## src/verilog/scwp_pkg.sv

```systemverilog
`default_nettype none
package scwp_pkg;

  // ==========================================================================
  // timing
  // ==========================================================================
  localparam int CLK_FREQ_HZ = 200_000_000;
  localparam int HOLD_TIME_MS = 800;
  localparam int FILTER_TIME_US = 2;
  localparam int SHORT_TIME_US = 5;
  localparam int HOLD_CYCLES = HOLD_TIME_MS * (CLK_FREQ_HZ / 1000);
  localparam int FILTER_CYCLES = FILTER_TIME_US * (CLK_FREQ_HZ / 1_000_000);
  localparam int SHORT_CYCLES = SHORT_TIME_US * (CLK_FREQ_HZ / 1_000_000);

  // ==========================================================================
  // comparator codes and rate encoding
  // ==========================================================================
  localparam logic [3:0] CODE_1MHZ = 4'h1;
  localparam logic [3:0] CODE_4MHZ = 4'h3;
  localparam logic [3:0] CODE_8MHZ = 4'h7;
  localparam logic [3:0] CODE_SLOW = 4'h0;

  typedef enum logic [1:0]
  {
    SCWP_RATE_250K = 2'h0,
    SCWP_RATE_1M = 2'h1,
    SCWP_RATE_4M = 2'h2,
    SCWP_RATE_8M = 2'h3
  } scwp_rate_t;

  // ==========================================================================
  // open-drain pin carrier
  // ==========================================================================
  typedef struct packed
  {
    logic out;
    logic oe_n;
  } scwp_od_t;

  // ==========================================================================
  // APB map
  // ==========================================================================
  localparam logic [7:0] REG_CONFIG = 8'h00;
  localparam logic [7:0] REG_STATE = 8'h04;
  localparam logic [7:0] REG_IRQ_STATUS = 8'h08;
  localparam logic [7:0] REG_IRQ_MASK = 8'h0C;

  // config register bits
  localparam int CFG_PHASE_BIT = 0;
  localparam int CFG_ISO_WAKE_BIT = 1;
  // state register fields
  localparam int ST_CODE_LSB = 0;
  localparam int ST_RATE_LSB = 4;
  localparam int ST_BIST_FAIL_BIT = 6;
  localparam int ST_HOLD_BIT = 7;
  localparam int ST_PIN_BIT = 8;
  localparam int ST_SHORT_BIT = 9;
  // interrupt bits
  localparam int IRQ_SLEEP_BIT = 0;
  localparam int IRQ_SHORT_BIT = 1;
  localparam int IRQ_HOLD_DONE_BIT = 2;
  localparam int IRQ_WIDTH = 3;

  localparam logic [31:0] CONFIG_RESET = 32'h0000_0001;

endpackage
`default_nettype wire

```

## src/verilog/scwp_top.sv

```systemverilog
// Function
// RULE1 - capture four-bit comparator code during configuration phase; sets master clock rate
// RULE2 - codes 0001/0011/0111 give 1/4/8 MHz; all others 250 kHz
// RULE3 - failed comparator self-test stores slowest 250 kHz configuration
// RULE4 - after configuration phase disable bias, comparators, divider; code frozen
// RULE5 - host runs communication timeout to detect slower-than-intended bit rate
// RULE6 - after isolated link wake, pull sleep/wake pin low 800 ms after reset
// RULE7 - sleep/wake pin filtered by up/reset counter, high accepted after 2 us
// RULE8 - queue-status short reported only after 5 us persistence
// RULE9 - at hold end release pin and start using filtered pin input
// RULE10 - filtered pin high in normal operation raises go-to-sleep request
//
// The register offsets and register access over APB were chosen for this implementation.
`timescale 1ns/1ps
`default_nettype none
module scwp_top
  import scwp_pkg::*;
#(
  parameter int HOLD_COUNT = scwp_pkg::HOLD_CYCLES,
  parameter int FILTER_COUNT = scwp_pkg::FILTER_CYCLES,
  parameter int SHORT_COUNT = scwp_pkg::SHORT_CYCLES
)
(
  // clock, reset, enable
  input wire logic CLOCK_IN,
  input wire logic NRST_IN,
  input wire logic CE_IN,
  // apb slave
  input wire logic PSEL_IN,
  input wire logic PENABLE_IN,
  input wire logic PWRITE_IN,
  input wire logic [7:0] PADDR_IN,
  input wire logic [31:0] PWDATA_IN,
  output logic [31:0] PRDATA_OUT,
  output logic PREADY_OUT,
  output logic PSLVERR_OUT,
  // comparator front end
  input wire logic [3:0] COMP_CODE_IN,
  input wire logic COMP_BIST_FAIL_IN,
  output logic RATE_BIAS_EN_OUT,
  // sleep/wake open-drain pin
  input wire logic SLEEP_WAKE_PIN_IN,
  output logic SLEEP_WAKE_PIN_OUT,
  output logic SLEEP_WAKE_PIN_OE_N_OUT,
  // queue-status output short sense
  input wire logic QUEUE_STATUS_FAULT_IN,
  // results
  output scwp_pkg::scwp_rate_t CLOCK_RATE_OUT,
  output logic SLEEP_REQ_OUT,
  output logic QUEUE_STATUS_SHORT_OUT,
  output logic IRQ_OUT
);
  import scwp_pkg::*;

  // ==========================================================================
  // helpers
  // ==========================================================================
  // map a comparator code onto a rate; everything unlisted is slow
  function automatic scwp_rate_t code_to_rate(input logic [3:0] code);
    case (code)
      CODE_1MHZ: code_to_rate = SCWP_RATE_1M; // RULE2
      CODE_4MHZ: code_to_rate = SCWP_RATE_4M; // RULE2
      CODE_8MHZ: code_to_rate = SCWP_RATE_8M; // RULE2
      default: code_to_rate = SCWP_RATE_250K; // RULE2
    endcase
  endfunction

  // saturating up-counter step, used by both filters
  function automatic logic [31:0] count_up(input logic [31:0] cnt, input int limit);
    count_up = (cnt >= 32'(limit)) ? cnt : cnt + 32'h0000_0001;
  endfunction

  // ==========================================================================
  // state and declarations
  // ==========================================================================
  typedef enum logic [2:0]
  {
    SCWP_CAPTURE = 3'b001,
    SCWP_HOLD = 3'b010,
    SCWP_NORMAL = 3'b100
  } scwp_state_t;

  scwp_state_t state;
  logic [31:0] config_reg;
  logic [IRQ_WIDTH-1:0] irq_status;
  logic [IRQ_WIDTH-1:0] irq_mask;
  logic [3:0] latched_code;
  logic bist_failed;
  logic [1:0] pin_sync;
  logic [1:0] fault_sync;
  logic [31:0] hold_cnt;
  logic [31:0] filt_cnt;
  logic [31:0] short_cnt;
  logic pin_high;
  logic short_seen;
  logic sleep_req;
  logic apb_wr;
  logic apb_rd;
  logic addr_ok;
  logic phase_done;
  logic hold_done;
  logic [IRQ_WIDTH-1:0] irq_events;
  logic [31:0] state_word;

  assign apb_wr = PSEL_IN & PENABLE_IN & PWRITE_IN & CE_IN;
  assign apb_rd = PSEL_IN & PENABLE_IN & ~PWRITE_IN & CE_IN;
  assign addr_ok = (PADDR_IN == REG_CONFIG) | (PADDR_IN == REG_STATE) |
                   (PADDR_IN == REG_IRQ_STATUS) | (PADDR_IN == REG_IRQ_MASK);
  // software ends the configuration phase by clearing the phase bit
  assign phase_done = (state == SCWP_CAPTURE) & ~config_reg[CFG_PHASE_BIT];
  assign hold_done = (state == SCWP_HOLD) & (hold_cnt >= 32'(HOLD_COUNT - 1));

  // ==========================================================================
  // input synchronisers
  // ==========================================================================
  // two flops; only the second stage feeds logic
  always_ff @(posedge CLOCK_IN)
  begin
    if (!NRST_IN)
    begin
      pin_sync <= 2'h3;
      fault_sync <= 2'h0;
    end
    else if (CE_IN)
    begin
      pin_sync <= {pin_sync[0], SLEEP_WAKE_PIN_IN};
      fault_sync <= {fault_sync[0], QUEUE_STATUS_FAULT_IN};
    end
  end

  // ==========================================================================
  // phase control
  // ==========================================================================
  // capture -> (hold if woken by the link) -> normal
  always_ff @(posedge CLOCK_IN)
  begin
    if (!NRST_IN)
      state <= SCWP_CAPTURE;
    else if (CE_IN)
    begin
      case (state)
        SCWP_CAPTURE:
          if (phase_done)
            state <= config_reg[CFG_ISO_WAKE_BIT] ? SCWP_HOLD : SCWP_NORMAL;
        SCWP_HOLD:
          if (hold_done)
            state <= SCWP_NORMAL; // RULE9
        SCWP_NORMAL:
          state <= SCWP_NORMAL;
        default:
          state <= SCWP_CAPTURE;
      endcase
    end
  end

  // ==========================================================================
  // comparator code capture
  // ==========================================================================
  // the code follows the comparators only while capturing, then is frozen
  always_ff @(posedge CLOCK_IN)
  begin
    if (!NRST_IN)
    begin
      latched_code <= CODE_SLOW;
      bist_failed <= 1'b0;
    end
    else if (CE_IN && state == SCWP_CAPTURE) // RULE4
    begin
      latched_code <= COMP_BIST_FAIL_IN ? CODE_SLOW : COMP_CODE_IN; // RULE1 RULE3
      bist_failed <= COMP_BIST_FAIL_IN; // RULE3
    end
  end

  // bias, comparators and divider are off outside the capture phase
  assign RATE_BIAS_EN_OUT = (state == SCWP_CAPTURE); // RULE4

  // rate output is registered from the frozen code
  always_ff @(posedge CLOCK_IN)
  begin
    if (!NRST_IN)
      CLOCK_RATE_OUT <= SCWP_RATE_250K;
    else if (CE_IN)
      CLOCK_RATE_OUT <= code_to_rate(latched_code); // RULE1 RULE2
  end

  // ==========================================================================
  // wake notification hold
  // ==========================================================================
  // counts from the end of capture, which follows the main reset release
  always_ff @(posedge CLOCK_IN)
  begin
    if (!NRST_IN)
      hold_cnt <= 32'h0000_0000;
    else if (CE_IN && state == SCWP_HOLD)
      hold_cnt <= hold_cnt + 32'h0000_0001; // RULE6
  end

  // open drain: only ever drive low; oe_n low means driving
  assign SLEEP_WAKE_PIN_OUT = 1'b0;
  assign SLEEP_WAKE_PIN_OE_N_OUT = ~(state == SCWP_HOLD); // RULE6 RULE9

  // ==========================================================================
  // sleep pin deglitch
  // ==========================================================================
  // masked until normal state so our own pulldown never looks like a request
  always_ff @(posedge CLOCK_IN)
  begin
    if (!NRST_IN)
    begin
      filt_cnt <= 32'h0000_0000;
      pin_high <= 1'b0;
    end
    else if (CE_IN)
    begin
      if (state != SCWP_NORMAL || !pin_sync[1])
      begin
        filt_cnt <= 32'h0000_0000; // RULE7
        pin_high <= 1'b0;
      end
      else
      begin
        filt_cnt <= count_up(filt_cnt, FILTER_COUNT); // RULE7
        pin_high <= (filt_cnt >= 32'(FILTER_COUNT - 1)); // RULE7 RULE9
      end
    end
  end

  // once raised, the sleep request stays until reset; sleep is not abortable
  always_ff @(posedge CLOCK_IN)
  begin
    if (!NRST_IN)
      sleep_req <= 1'b0;
    else if (CE_IN && pin_high)
      sleep_req <= 1'b1; // RULE10
  end
  assign SLEEP_REQ_OUT = sleep_req;

  // ==========================================================================
  // queue-status short filter
  // ==========================================================================
  always_ff @(posedge CLOCK_IN)
  begin
    if (!NRST_IN)
    begin
      short_cnt <= 32'h0000_0000;
      short_seen <= 1'b0;
    end
    else if (CE_IN)
    begin
      if (!fault_sync[1])
      begin
        short_cnt <= 32'h0000_0000;
        short_seen <= 1'b0;
      end
      else
      begin
        short_cnt <= count_up(short_cnt, SHORT_COUNT); // RULE8
        short_seen <= (short_cnt >= 32'(SHORT_COUNT - 1)); // RULE8
      end
    end
  end
  assign QUEUE_STATUS_SHORT_OUT = short_seen;

  // ==========================================================================
  // interrupts
  // ==========================================================================
  assign irq_events = {hold_done, short_seen, pin_high & ~sleep_req};

  // set wins over a simultaneous write-one-to-clear
  always_ff @(posedge CLOCK_IN)
  begin
    if (!NRST_IN)
      irq_status <= '0;
    else if (CE_IN)
    begin
      if (apb_wr && PADDR_IN == REG_IRQ_STATUS)
        irq_status <= (irq_status & ~PWDATA_IN[IRQ_WIDTH-1:0]) | irq_events;
      else
        irq_status <= irq_status | irq_events;
    end
  end
  assign IRQ_OUT = |(irq_status & irq_mask);

  // ==========================================================================
  // apb registers
  // ==========================================================================
  always_ff @(posedge CLOCK_IN)
  begin
    if (!NRST_IN)
    begin
      config_reg <= CONFIG_RESET;
      irq_mask <= '0;
    end
    else if (apb_wr)
    begin
      if (PADDR_IN == REG_CONFIG)
        config_reg <= {30'h0, PWDATA_IN[1:0]};
      if (PADDR_IN == REG_IRQ_MASK)
        irq_mask <= PWDATA_IN[IRQ_WIDTH-1:0];
    end
  end

  assign state_word = {22'h0, short_seen, pin_sync[1], (state == SCWP_HOLD),
                       bist_failed, CLOCK_RATE_OUT, latched_code};

  // read data registered; single access cycle, zero wait states
  always_ff @(posedge CLOCK_IN)
  begin
    if (!NRST_IN)
      PRDATA_OUT <= 32'h0000_0000;
    else if (CE_IN && PSEL_IN && !PENABLE_IN && !PWRITE_IN)
    begin
      case (PADDR_IN)
        REG_CONFIG: PRDATA_OUT <= config_reg;
        REG_STATE: PRDATA_OUT <= state_word;
        REG_IRQ_STATUS: PRDATA_OUT <= {29'h0, irq_status};
        REG_IRQ_MASK: PRDATA_OUT <= {29'h0, irq_mask};
        default: PRDATA_OUT <= 32'h0000_0000;
      endcase
    end
  end

  // frozen clock enable stalls the bus too
  assign PREADY_OUT = CE_IN;
  assign PSLVERR_OUT = PSEL_IN & PENABLE_IN & ~addr_ok;

endmodule
`default_nettype wire
```

## config.mk

```make
export PLATFORM = sky130hd
export DESIGN_NAME = scwp_top
export DESIGN_NICKNAME = d
export VERILOG_FILES = /design/src/verilog/scwp_pkg.sv /design/src/verilog/scwp_top.sv
export SDC_FILE = /design/constraint.sdc
export NUM_CORES = 1
export LEC_CHECK = 0
export ABC_AREA = 1
export BUFFER_PORTS_ARGS = -buffer_cell sky130_fd_sc_hd__buf_2
export CAP_MARGIN = 20
export CORE_ASPECT_RATIO = 1.25
export CORE_UTILIZATION = 50
export CTS_CLUSTER_DIAMETER = 120
export DETAILED_ROUTE_END_ITERATION = 10
export PLACE_DENSITY_LB_ADDON = 0.05
export SLEW_MARGIN = 20
export SYNTH_ARGS = -nofsm -noshare
export SYNTH_HDL_FRONTEND = slang
export SYNTH_SLANG_ARGS = --single-unit
```

## constraint.sdc

```tcl
create_clock -name CLOCK_IN -period 1.7 [get_ports CLOCK_IN]
set_input_delay 0.17 -clock CLOCK_IN [delete_from_list [all_inputs] [get_ports CLOCK_IN]]
set_output_delay 0.17 -clock CLOCK_IN [all_outputs]
set_load 0.005 [all_outputs]
```

==> flow_summary.ini, run 1 <==
[global_routing]
grt_pass1_vias = 5609
gr-total-overflow = 0
grt_pass1_wl_um = 24600
grt_max_degree = 51
antenna_found_initial = 0
track_usage_pct = 23.8

[placement]
place_inst = 1132
gp_congestion = 0.922
port_buffers = 42
hpwl_um = 10500
postPlaceCellArea_sq_um = 6900

[critical_path]
worstPathArrival_ns = 1.93
rr_startpoint = hold_cnt[5]
criticalPathCategory = register to register
cp-endpoint = hold_cnt[14]
required_ns = 2.00
startpoint = hold_cnt[5]
r2r_cells = 8
worstSetupEndpointType = register
r2r_slack_ns = 0.08
critPathLaunchType = register
crit_fanout = 4
rr_endpoint = hold_cnt[14]

[floorplanning]
die_w_um = 103
rows = 45
start_util_pct = 51.8
io_pins = 95
core_region_area_sq_um = 12300
fp.dieH_um = 128
dieArea_sq_um = 13200

[routing]
wl_per_cell_um = 12.5
remaining_drc_errors = 0
drt-total-wl_um = 14700
vias_per_cell = 5.03
num_vias = 5899
drt_pass1_iterations = 4
drtIter0Drc = 239
ant_nets = 0

[logic_synthesis]
ys_seq_elements = 131
synth_edf_count = 0
synth-async-reset-ratio_pct = 0
ys.flop_type = dfxtp_1
ys_types = 36
yosysSeqAreaShare_pct = 41.0
syn-cell-area_sq_um = 6390
syn_inst = 919
ys_warn_count = 0
syn_area_per_cell_sq_um = 6.96

[sta]
whs_ns = 0.0420
finalHoldViolCount = 0
drv_slew = 0
fin_crit_sh_pct = 95.5
max_freq_ghz = 0.616
skew_ns = 0.00781
fin_crit_ns = 1.62
setup_violations = 0

[clocking]
clock_latency_ns = 0.42
cts_tree = done
clock-sinks = 131
root_buffer = clkbuf_16
max-clock-path-buffers = 2
clkTransAtPathRegs_ns = 0.06
h-tree-depth = 4
cts_buffers = 17

[final_layout]
layout.nets = 1053
area_growth_pct = 19.4
reg_top3 = filt_cnt: 32 flops, hold_cnt: 32 flops, short_cnt: 32 flops
nFillCells = 1131
final_cell_area_sq_um = 7630
n_antenna_cell = 0
stdcell_count = 1172
drive_above_1_share_pct = 14.6
final_core_util_pct = 61.9

[pwr]
seq_power_share_pct = 41.7
swShare_pct = 25.1
combPwrFrac_pct = 9.2
p_clk_share_pct = 49.1
ir_drop_v = 0.000651
p_leak_nw = 3.11
intPower_mw = 5.77
p_sw_mw = 1.94
power_density_nw_per_um2 = 1010

[outcome]
status = completed

[job]
drv_cap = 0

[hold_path]
hold_class = input pin to register
## critical path: stages (launching register included)
cell and delay (ns):
dfxtp_1 0.42, inv_1 0.11, nor3_2 0.28, inv_1 0.12, nor2_4 0.16, nand2_2 0.09, nor2_4 0.12, xor2_1 0.15
nor2_1 0.05
## kinds of logic (layout without fill, tap and decap cells)
kind of cell / after synthesis / after routing / synth area share [%]
other: 1 / 23 / 0.0587
buffers and inverters: 174 / 241 / 12.1
xor gates and xnor gates: 18 / 18 / 2.47
and+or+nand+nor: 492 / 492 / 35.0
adders and majority gates: 5 / 5 / 0.979
AOI/OAI and AO/OA: 98 / 98 / 8.38
DFF: 131 / 131 / 41.0
## per-stage QoR
step / TNS [ns] / worst slack [ns] / power, mW
2_1_floorplan: 0 / 0.190 / 3.75
3_3_place_gp: 0 / 0.0722 / 3.95
3_5_place_dp: 0 / 0.0206 / 3.96
4_1_cts: 0 / 0.0113 / 7.75
5_1_grt: -0.0923 / -0.0208 / 7.99
6_report: 0 / 0.0764 / 7.71
## routing by layer
metal | part of all wire [%] | wire length (um) | up-vias | track usage, %
met4 | 2.1 | 313 | 0 | 9.61
met2 | 51 | 7560 | 98 | 42.6
met5 | 0 | 0 | - | 0
met1 | 44 | 6410 | 2699 | 26.8
met3 | 2.9 | 420 | 27 | 5.81
li1 | - | - | 3075 | -
## synthesized netlist by cell type (4+ instances only)
cell type / n / area, sq um
a211oi_1: 6 / 45.0
a21oi_1: 62 / 310
buf_1: 6 / 22.5
buf_2: 4 / 20.0
buf_4: 24 / 180
clkbuf_1: 16 / 60.1
dfxtp_1: 131 / 2620
ha_1: 5 / 62.6
inv_1: 116 / 435
nand2_1: 182 / 683
nand2_2: 8 / 50.1
nand3_1: 86 / 430
nand4_1: 28 / 175
nor2_1: 108 / 405
nor3_1: 53 / 265
nor3b_1: 12 / 90.1
o211ai_1: 4 / 30.0
o21ai_0: 18 / 90.1
xor2_1: 15 / 131
## layout by cell type, fill, tap and decap left out, types with 4 or more instances in the layout
cell type,instances
nor3_1,51
inv_2,4
nor3_2,5
dlygate4sd3_1,7
nand4_1,28
o211ai_1,4
buf_2,42
nand2_1,181
clkbuf_16,17
buf_4,36
nor2_1,105
nand2_2,8
conb_1,23
clkinv_4,4
a21oi_1,62
nor3b_1,12
dfxtp_1,129
nor2_4,4
ha_1,4
nand3_1,84
nor2_2,5
o21ai_0,18
xor2_1,15
inv_1,116
a211oi_1,6
## repair_timing
item | 4_1_cts | 5_1_grt
gates resized for setup | 0 | 13
setup buffers | 0 | 1
endpoints found under the hold margin | 7 | 0
hold buffers | 7 | 0
setup endpoints to repair | 0 | 39
## worst min path at each step
stage / startpoint / to / slack, ns / depth (start not counted)
global route: PWDATA_IN[1] / config_reg[1] / 0.05 / 3
global placement: SLEEP_WAKE_PIN_IN / pin_sync[0] / 0.40 / 3
detailed placement: SLEEP_WAKE_PIN_IN / pin_sync[0] / 0.41 / 3
floorplan: SLEEP_WAKE_PIN_IN / pin_sync[0] / 0.30 / 2
finish: PWDATA_IN[2] / irq_mask[2] / 0.04 / 3
CTS: PWDATA_IN[2] / irq_mask[2] / 0.04 / 3
## area by class of cell
type,instances,area [sq um],share of cell area [%]
Tap cell,164,205,2.69
Sequential cell,131,2630,34.4
Timing Repair Buffer,88,611,8.00
Clock buffer,18,439,5.75
Multi-Input combinational cell,636,3120,40.9
Clock inverter,14,176,2.31
Inverter,121,454,5.95
## power by group through the flow
| stage | sequential, mW | clock [mW] | combinational [mW] |
|---|---|---|---|
| 2_1_floorplan | 3.26 | 0 | 0.494 |
| 3_3_place_gp | 3.27 | 0 | 0.673 |
| 3_5_place_dp | 3.28 | 0 | 0.688 |
| 4_1_cts | 3.21 | 3.84 | 0.702 |
| 5_1_grt | 3.22 | 3.97 | 0.798 |
| 6_report | 3.21 | 3.79 | 0.709 |
(Power assumes the default switching activity.)
==> run 2: changes to the inputs <==
PLACE_DENSITY = 0.71   (was not set)
PLACE_DENSITY_LB_ADDON = not set   (was 0.05)
==> run 2 against run 1 <==
Effect of this change: cell count unchanged; maximum frequency up 1.2%; non-clock buffer count unchanged; critical path type unchanged; global-route usage down 1.1 points; worst hold slack worse by 0.015 ns; largest power group unchanged; largest cell class unchanged; routed wire length down 4.3%.
==> flow_summary.ini, run 2 (same netlist as run 1, synthesis figures left out) <==
[outcome]
status = completed

[sta]
drv_slew = 0
skew_ns = 0.00633
finalHoldViolCount = 0
max_freq_ghz = 0.623
rsz0062_at_grt = true
setup_violations = 0
fin_crit_ns = 1.60
setup_tns_ns = 0
fin_crit_sh_pct = 94.4

[clocking]
h-tree-depth = 4
max-clock-path-buffers = 2
clkTransAtPathRegs_ns = 0.06
clock_latency_ns = 0.42
cts_tree = done
clock-sinks = 131
root_buffer = clkbuf_16
cts_buffers = 17

[placement]
port_buffers = 42
gp_congestion = 0.903
postPlaceCellArea_sq_um = 6880
hpwl_um = 9850
place_inst = 1129

[floorplanning]
fp.dieH_um = 128
core_region_area_sq_um = 12300
io_pins = 95
die_w_um = 103
rows = 45
start_util_pct = 51.8
dieArea_sq_um = 13200

[global_routing]
track_usage_pct = 22.7
grt_pass1_wl_um = 23500
gr-total-overflow = 0
grt_max_degree = 43
antenna_found_initial = 0
grt_pass1_vias = 5357

[final_layout]
stdcell_count = 1172
nFillCells = 1124
final_common_cell = nand2_1
drive_above_1_share_pct = 14.7
reg_top3 = filt_cnt: 32 flops, hold_cnt: 32 flops, short_cnt: 32 flops
final_cell_area_sq_um = 7670
layout_common_cells = nand2_1, dfxtp_1, inv_1, nor2_1, nand3_1
area_growth_pct = 20.0
n_antenna_cell = 0
layout.nets = 1053

[critical_path]
max_stage_delay_ns = 0.38
rr_endpoint = hold_cnt[21]
cp-endpoint = hold_cnt[21]
critPathLaunchType = register
criticalPathCategory = register to register
required_ns = 1.99
rr_startpoint = state[1]
r2r_cells = 9
worstPathCellList = inv_2 > nor2_2 > nand2_4 > nor2_8 > buf_4 > clkinvlp_4 > buf_12 > nand2_1 > a21oi_1
worstSetupEndpointType = register
r2r_slack_ns = 0.1
cp_slowest_cell = dfxtp_4
crit_fanout = 13
worstPathArrival_ns = 1.90
startpoint = state[1]

[routing]
drt-total-wl_um = 14100
remaining_drc_errors = 0
drt_pass1_iterations = 4
num_vias = 5917
ant_nets = 0
drtIter0Drc = 234
wl_per_cell_um = 12.0
vias_per_cell = 5.05

[job]
drv_cap = 0

[hold_path]
hold_class = input pin to register

[pwr]
power_density_nw_per_um2 = 1000
p_leak_nw = 3.14
ir_drop_v = 0.000901
-- run 2: cell count changes in the layout (fill, tap and decap cells not counted), sizes merged --
cell / change
clkbuf: -1
clkinvlp: +2
inv: -1
-- run 2: area by class of cell --
| cell class | count | area, sq um | area share, % |
|---|---|---|---|
| Multi-Input combinational cell | 636 | 3150 | 41.1 |
| Sequential cell | 131 | 2630 | 34.2 |
| Timing Repair Buffer | 88 | 623 | 8.12 |
| Inverter | 121 | 459 | 5.99 |
| Clock buffer | 17 | 425 | 5.55 |
| Tap cell | 164 | 205 | 2.68 |
| Clock inverter | 15 | 180 | 2.35 |
-- run 2: power by group --
group	total, mW	leakage, nW	internal (mW)	switching, mW
Combinational	0.754	1.79	0.270	0.484
Sequential	3.21	1.06	3.15	0.0636
Clock	3.72	0.290	2.32	1.40
-- run 2: timing repair --
action / 4_1_cts / 5_1_grt
hold buffers: 7 / 0
hold endpoints to repair: 7 / 0
setup buffers: 0 / 4
resized for setup: 0 / 20
endpoints found under the setup margin: 0 / 35
-- run 2: worst min path at each step --
stage,from,endpoint,slack (ns),depth (start not counted)
global placement,SLEEP_WAKE_PIN_IN,pin_sync[0],0.40,3
global route,PWDATA_IN[1],config_reg[1],0.04,3
CTS,PWDATA_IN[2],irq_mask[2],0.02,3
detailed placement,SLEEP_WAKE_PIN_IN,pin_sync[0],0.40,3
floorplan,SLEEP_WAKE_PIN_IN,pin_sync[0],0.30,2
finish,PWDATA_IN[2],irq_mask[2],0.03,3
-- run 2: routing by layer --
layer  wire, um  track usage (%)  vias up
li1           -                -     3087
met1       6420             27.4     2701
met2       6930             38.8      107
met3        486             5.49       22
met4        230             8.37        0
met5          0                0        -
-- run 2: critical path, delay by kind of cell, from the launching register on --
| kind | cells | cell delay, ns |
|---|---|---|
| AND/OR/NAND/NOR | 4 | 0.42 |
| flip-flops | 1 | 0.38 |
| AO/OA/AOI/OAI | 1 | 0.06 |
| buffers and inverters | 4 | 0.62 |
-- run 2: stage by stage --
step / setup WS (ns) / hold slack, ns / utilization, % / power [mW]
after detailed placement: 0.0685 / 0.401 / 55.8 / 3.94
after global routing: -0.0159 / 0.0415 / 62.2 / 7.99
after global placement: 0.0940 / 0.395 / 55.8 / 3.93
after CTS: 0.0289 / 0.0167 / 61.2 / 7.68
final: 0.0953 / 0.0274 / 62.2 / 7.69
after floorplan: 0.190 / 0.296 / - / 3.75
==> run 3: changes to the inputs <==
CORE_MARGIN = 2   (was not set)
PLACE_DENSITY = 0.76   (was 0.71)
==> run 3 against run 2 <==
Effect of this change: worst hold slack worse by 0.011 ns; critical path depth is 2 higher; combinational power is 2.8% higher; design area is 0.86% lower; critical endpoint is now hold_cnt[19].
==> flow_summary.ini, run 3 (same netlist as run 1, synthesis figures left out) <==
[routing]
vias_per_cell = 5.02
drtIter0Drc = 245
drt_pass1_iterations = 5
num_vias = 5892
ant_nets = 0
drt-total-wl_um = 14300
remaining_drc_errors = 0
wl_per_cell_um = 12.2

[global_routing]
grt_max_degree = 74
antenna_found_initial = 0
grt_pass1_vias = 5346
grt_pass1_wl_um = 24000
track_usage_pct = 21.6
gr-total-overflow = 0

[final_layout]
layout_common_cells = nand2_1, dfxtp_1, inv_1, nor2_1, nand3_1
layout.nets = 1051
drive_above_1_share_pct = 14.1
area_growth_pct = 18.9
reg_top3 = filt_cnt: 32 flops, hold_cnt: 32 flops, short_cnt: 32 flops
final_cell_area_sq_um = 7600
final_common_cell = nand2_1
nFillCells = 1158
n_antenna_cell = 0

[hold_path]
hold_class = input pin to register

[critical_path]
worstSetupEndpointType = register
crit_fanout = 7
worstPathArrival_ns = 1.93
required_ns = 2.02
max_stage_delay_ns = 0.35
critPathLaunchType = register
criticalPathCategory = register to register
cp_top_family = simple AND/OR/NAND/NOR gates
worstPathCellList = inv_2 > nor2_4 > nand2_4 > nor2_8 > nand2_4 > nor2_4 > nand3_2 > nor2_2 > nand2_1 > nand2_1 > nor2_1
cp_slowest_cell = dfxtp_2
cp.buffers_inverters = 1

[floorplanning]
die_w_um = 105
core_region_area_sq_um = 12600
dieArea_sq_um = 13700
fp.dieH_um = 130
io_pins = 95
start_util_pct = 50.7
rows = 46

[sta]
setup_violations = 0
whs_ns = 0.0159
finalHoldViolCount = 0
setup_tns_ns = 0
fin_crit_sh_pct = 94.8
drv_slew = 0
skew_ns = 0.0106
max_freq_ghz = 0.620
rsz0062_at_grt = true
fin_crit_ns = 1.61

[clocking]
root_buffer = clkbuf_16
clkTransAtPathRegs_ns = 0.06
clock-sinks = 131
max-clock-path-buffers = 2
h-tree-depth = 4
clock_latency_ns = 0.42
cts_tree = done
cts_buffers = 17

[pwr]
p_leak_nw = 3.14
ir_drop_v = 0.000782
power_density_nw_per_um2 = 985

[placement]
postPlaceCellArea_sq_um = 6840
port_buffers = 42
hpwl_um = 9940
gp_congestion = 1.03

[job]
drv_cap = 0

[outcome]
status = completed
==> run 3: layout make-up <==
cell class / instances / area [sq um] / share of cell area (%)
clock buffer: 19 / 433 / 5.69
inverter: 121 / 455 / 5.99
sequential: 131 / 2620 / 34.5
clock inverter: 12 / 134 / 1.76
tap: 168 / 210 / 2.76
timing repair buffer: 86 / 581 / 7.64
multi-input combinational: 636 / 3170 / 41.6
==> run 3: power by group <==
part | total, mW | switching [mW] | internal (mW)
combinational | 0.775 | 0.477 | 0.298
sequential | 3.21 | 0.0618 | 3.15
clock | 3.50 | 1.36 | 2.15
total | 7.49 | 1.89 | 5.59
==> run 3: final timing paths <==
kind / slack [ns] / cells past startpoint / start / endpoint
worst min-delay path: 0.02 / 3 / QUEUE_STATUS_FAULT_IN / fault_sync[0]
worst min register to register: 0.44 / 2 / filt_cnt[19] / filt_cnt[19]
worst max register to register: 0.09 / 11 / state[1] / hold_cnt[19]
worst max-delay path: 0.09 / 11 / state[1] / hold_cnt[19]
==> run 3: repair_timing <==
item                       CTS  global route
setup endpoints to repair    0            35
setup buffers                0             7
hold buffers                 6             0
hold endpoints to repair     6             0
resized for setup            0            20
==> run 3: per-layer routing <==
| metal | vias up | GRT usage (%) | wire length, um |
|---|---|---|---|
| li1 | 3070 | - | - |
| met1 | 2697 | 26.2 | 6430 |
| met2 | 97 | 36.1 | 7090 |
| met3 | 28 | 5.65 | 482 |
| met4 | 0 | 10.4 | 335 |
| met5 | - | 0 | 0 |
==> run 3: per-stage QoR <==
| stage | setup WS (ns) | power, mW | instances | util, % |
|---|---|---|---|---|
| 5_1_grt | -0.0634 | 7.79 | 1173 | 60.3 |
| 3_3_place_gp | 0.0779 | 3.94 | 1129 | 54.2 |
| 6_report | 0.0883 | 7.49 | 1173 | 60.3 |
| 4_1_cts | 0.0124 | 7.47 | 1166 | 59.2 |
| 2_1_floorplan | 0.190 | 3.75 | 941 | - |
| 3_5_place_dp | 0.0219 | 3.95 | 1129 | 54.2 |
==> run 3: worst min-delay path: cells and delay by family <==
| kind | cells | cell delay [ns] |
|---|---|---|
| buffers and inverters | 1 | 0.09 |
| AND/OR/NAND/NOR | 2 | 0.14 |
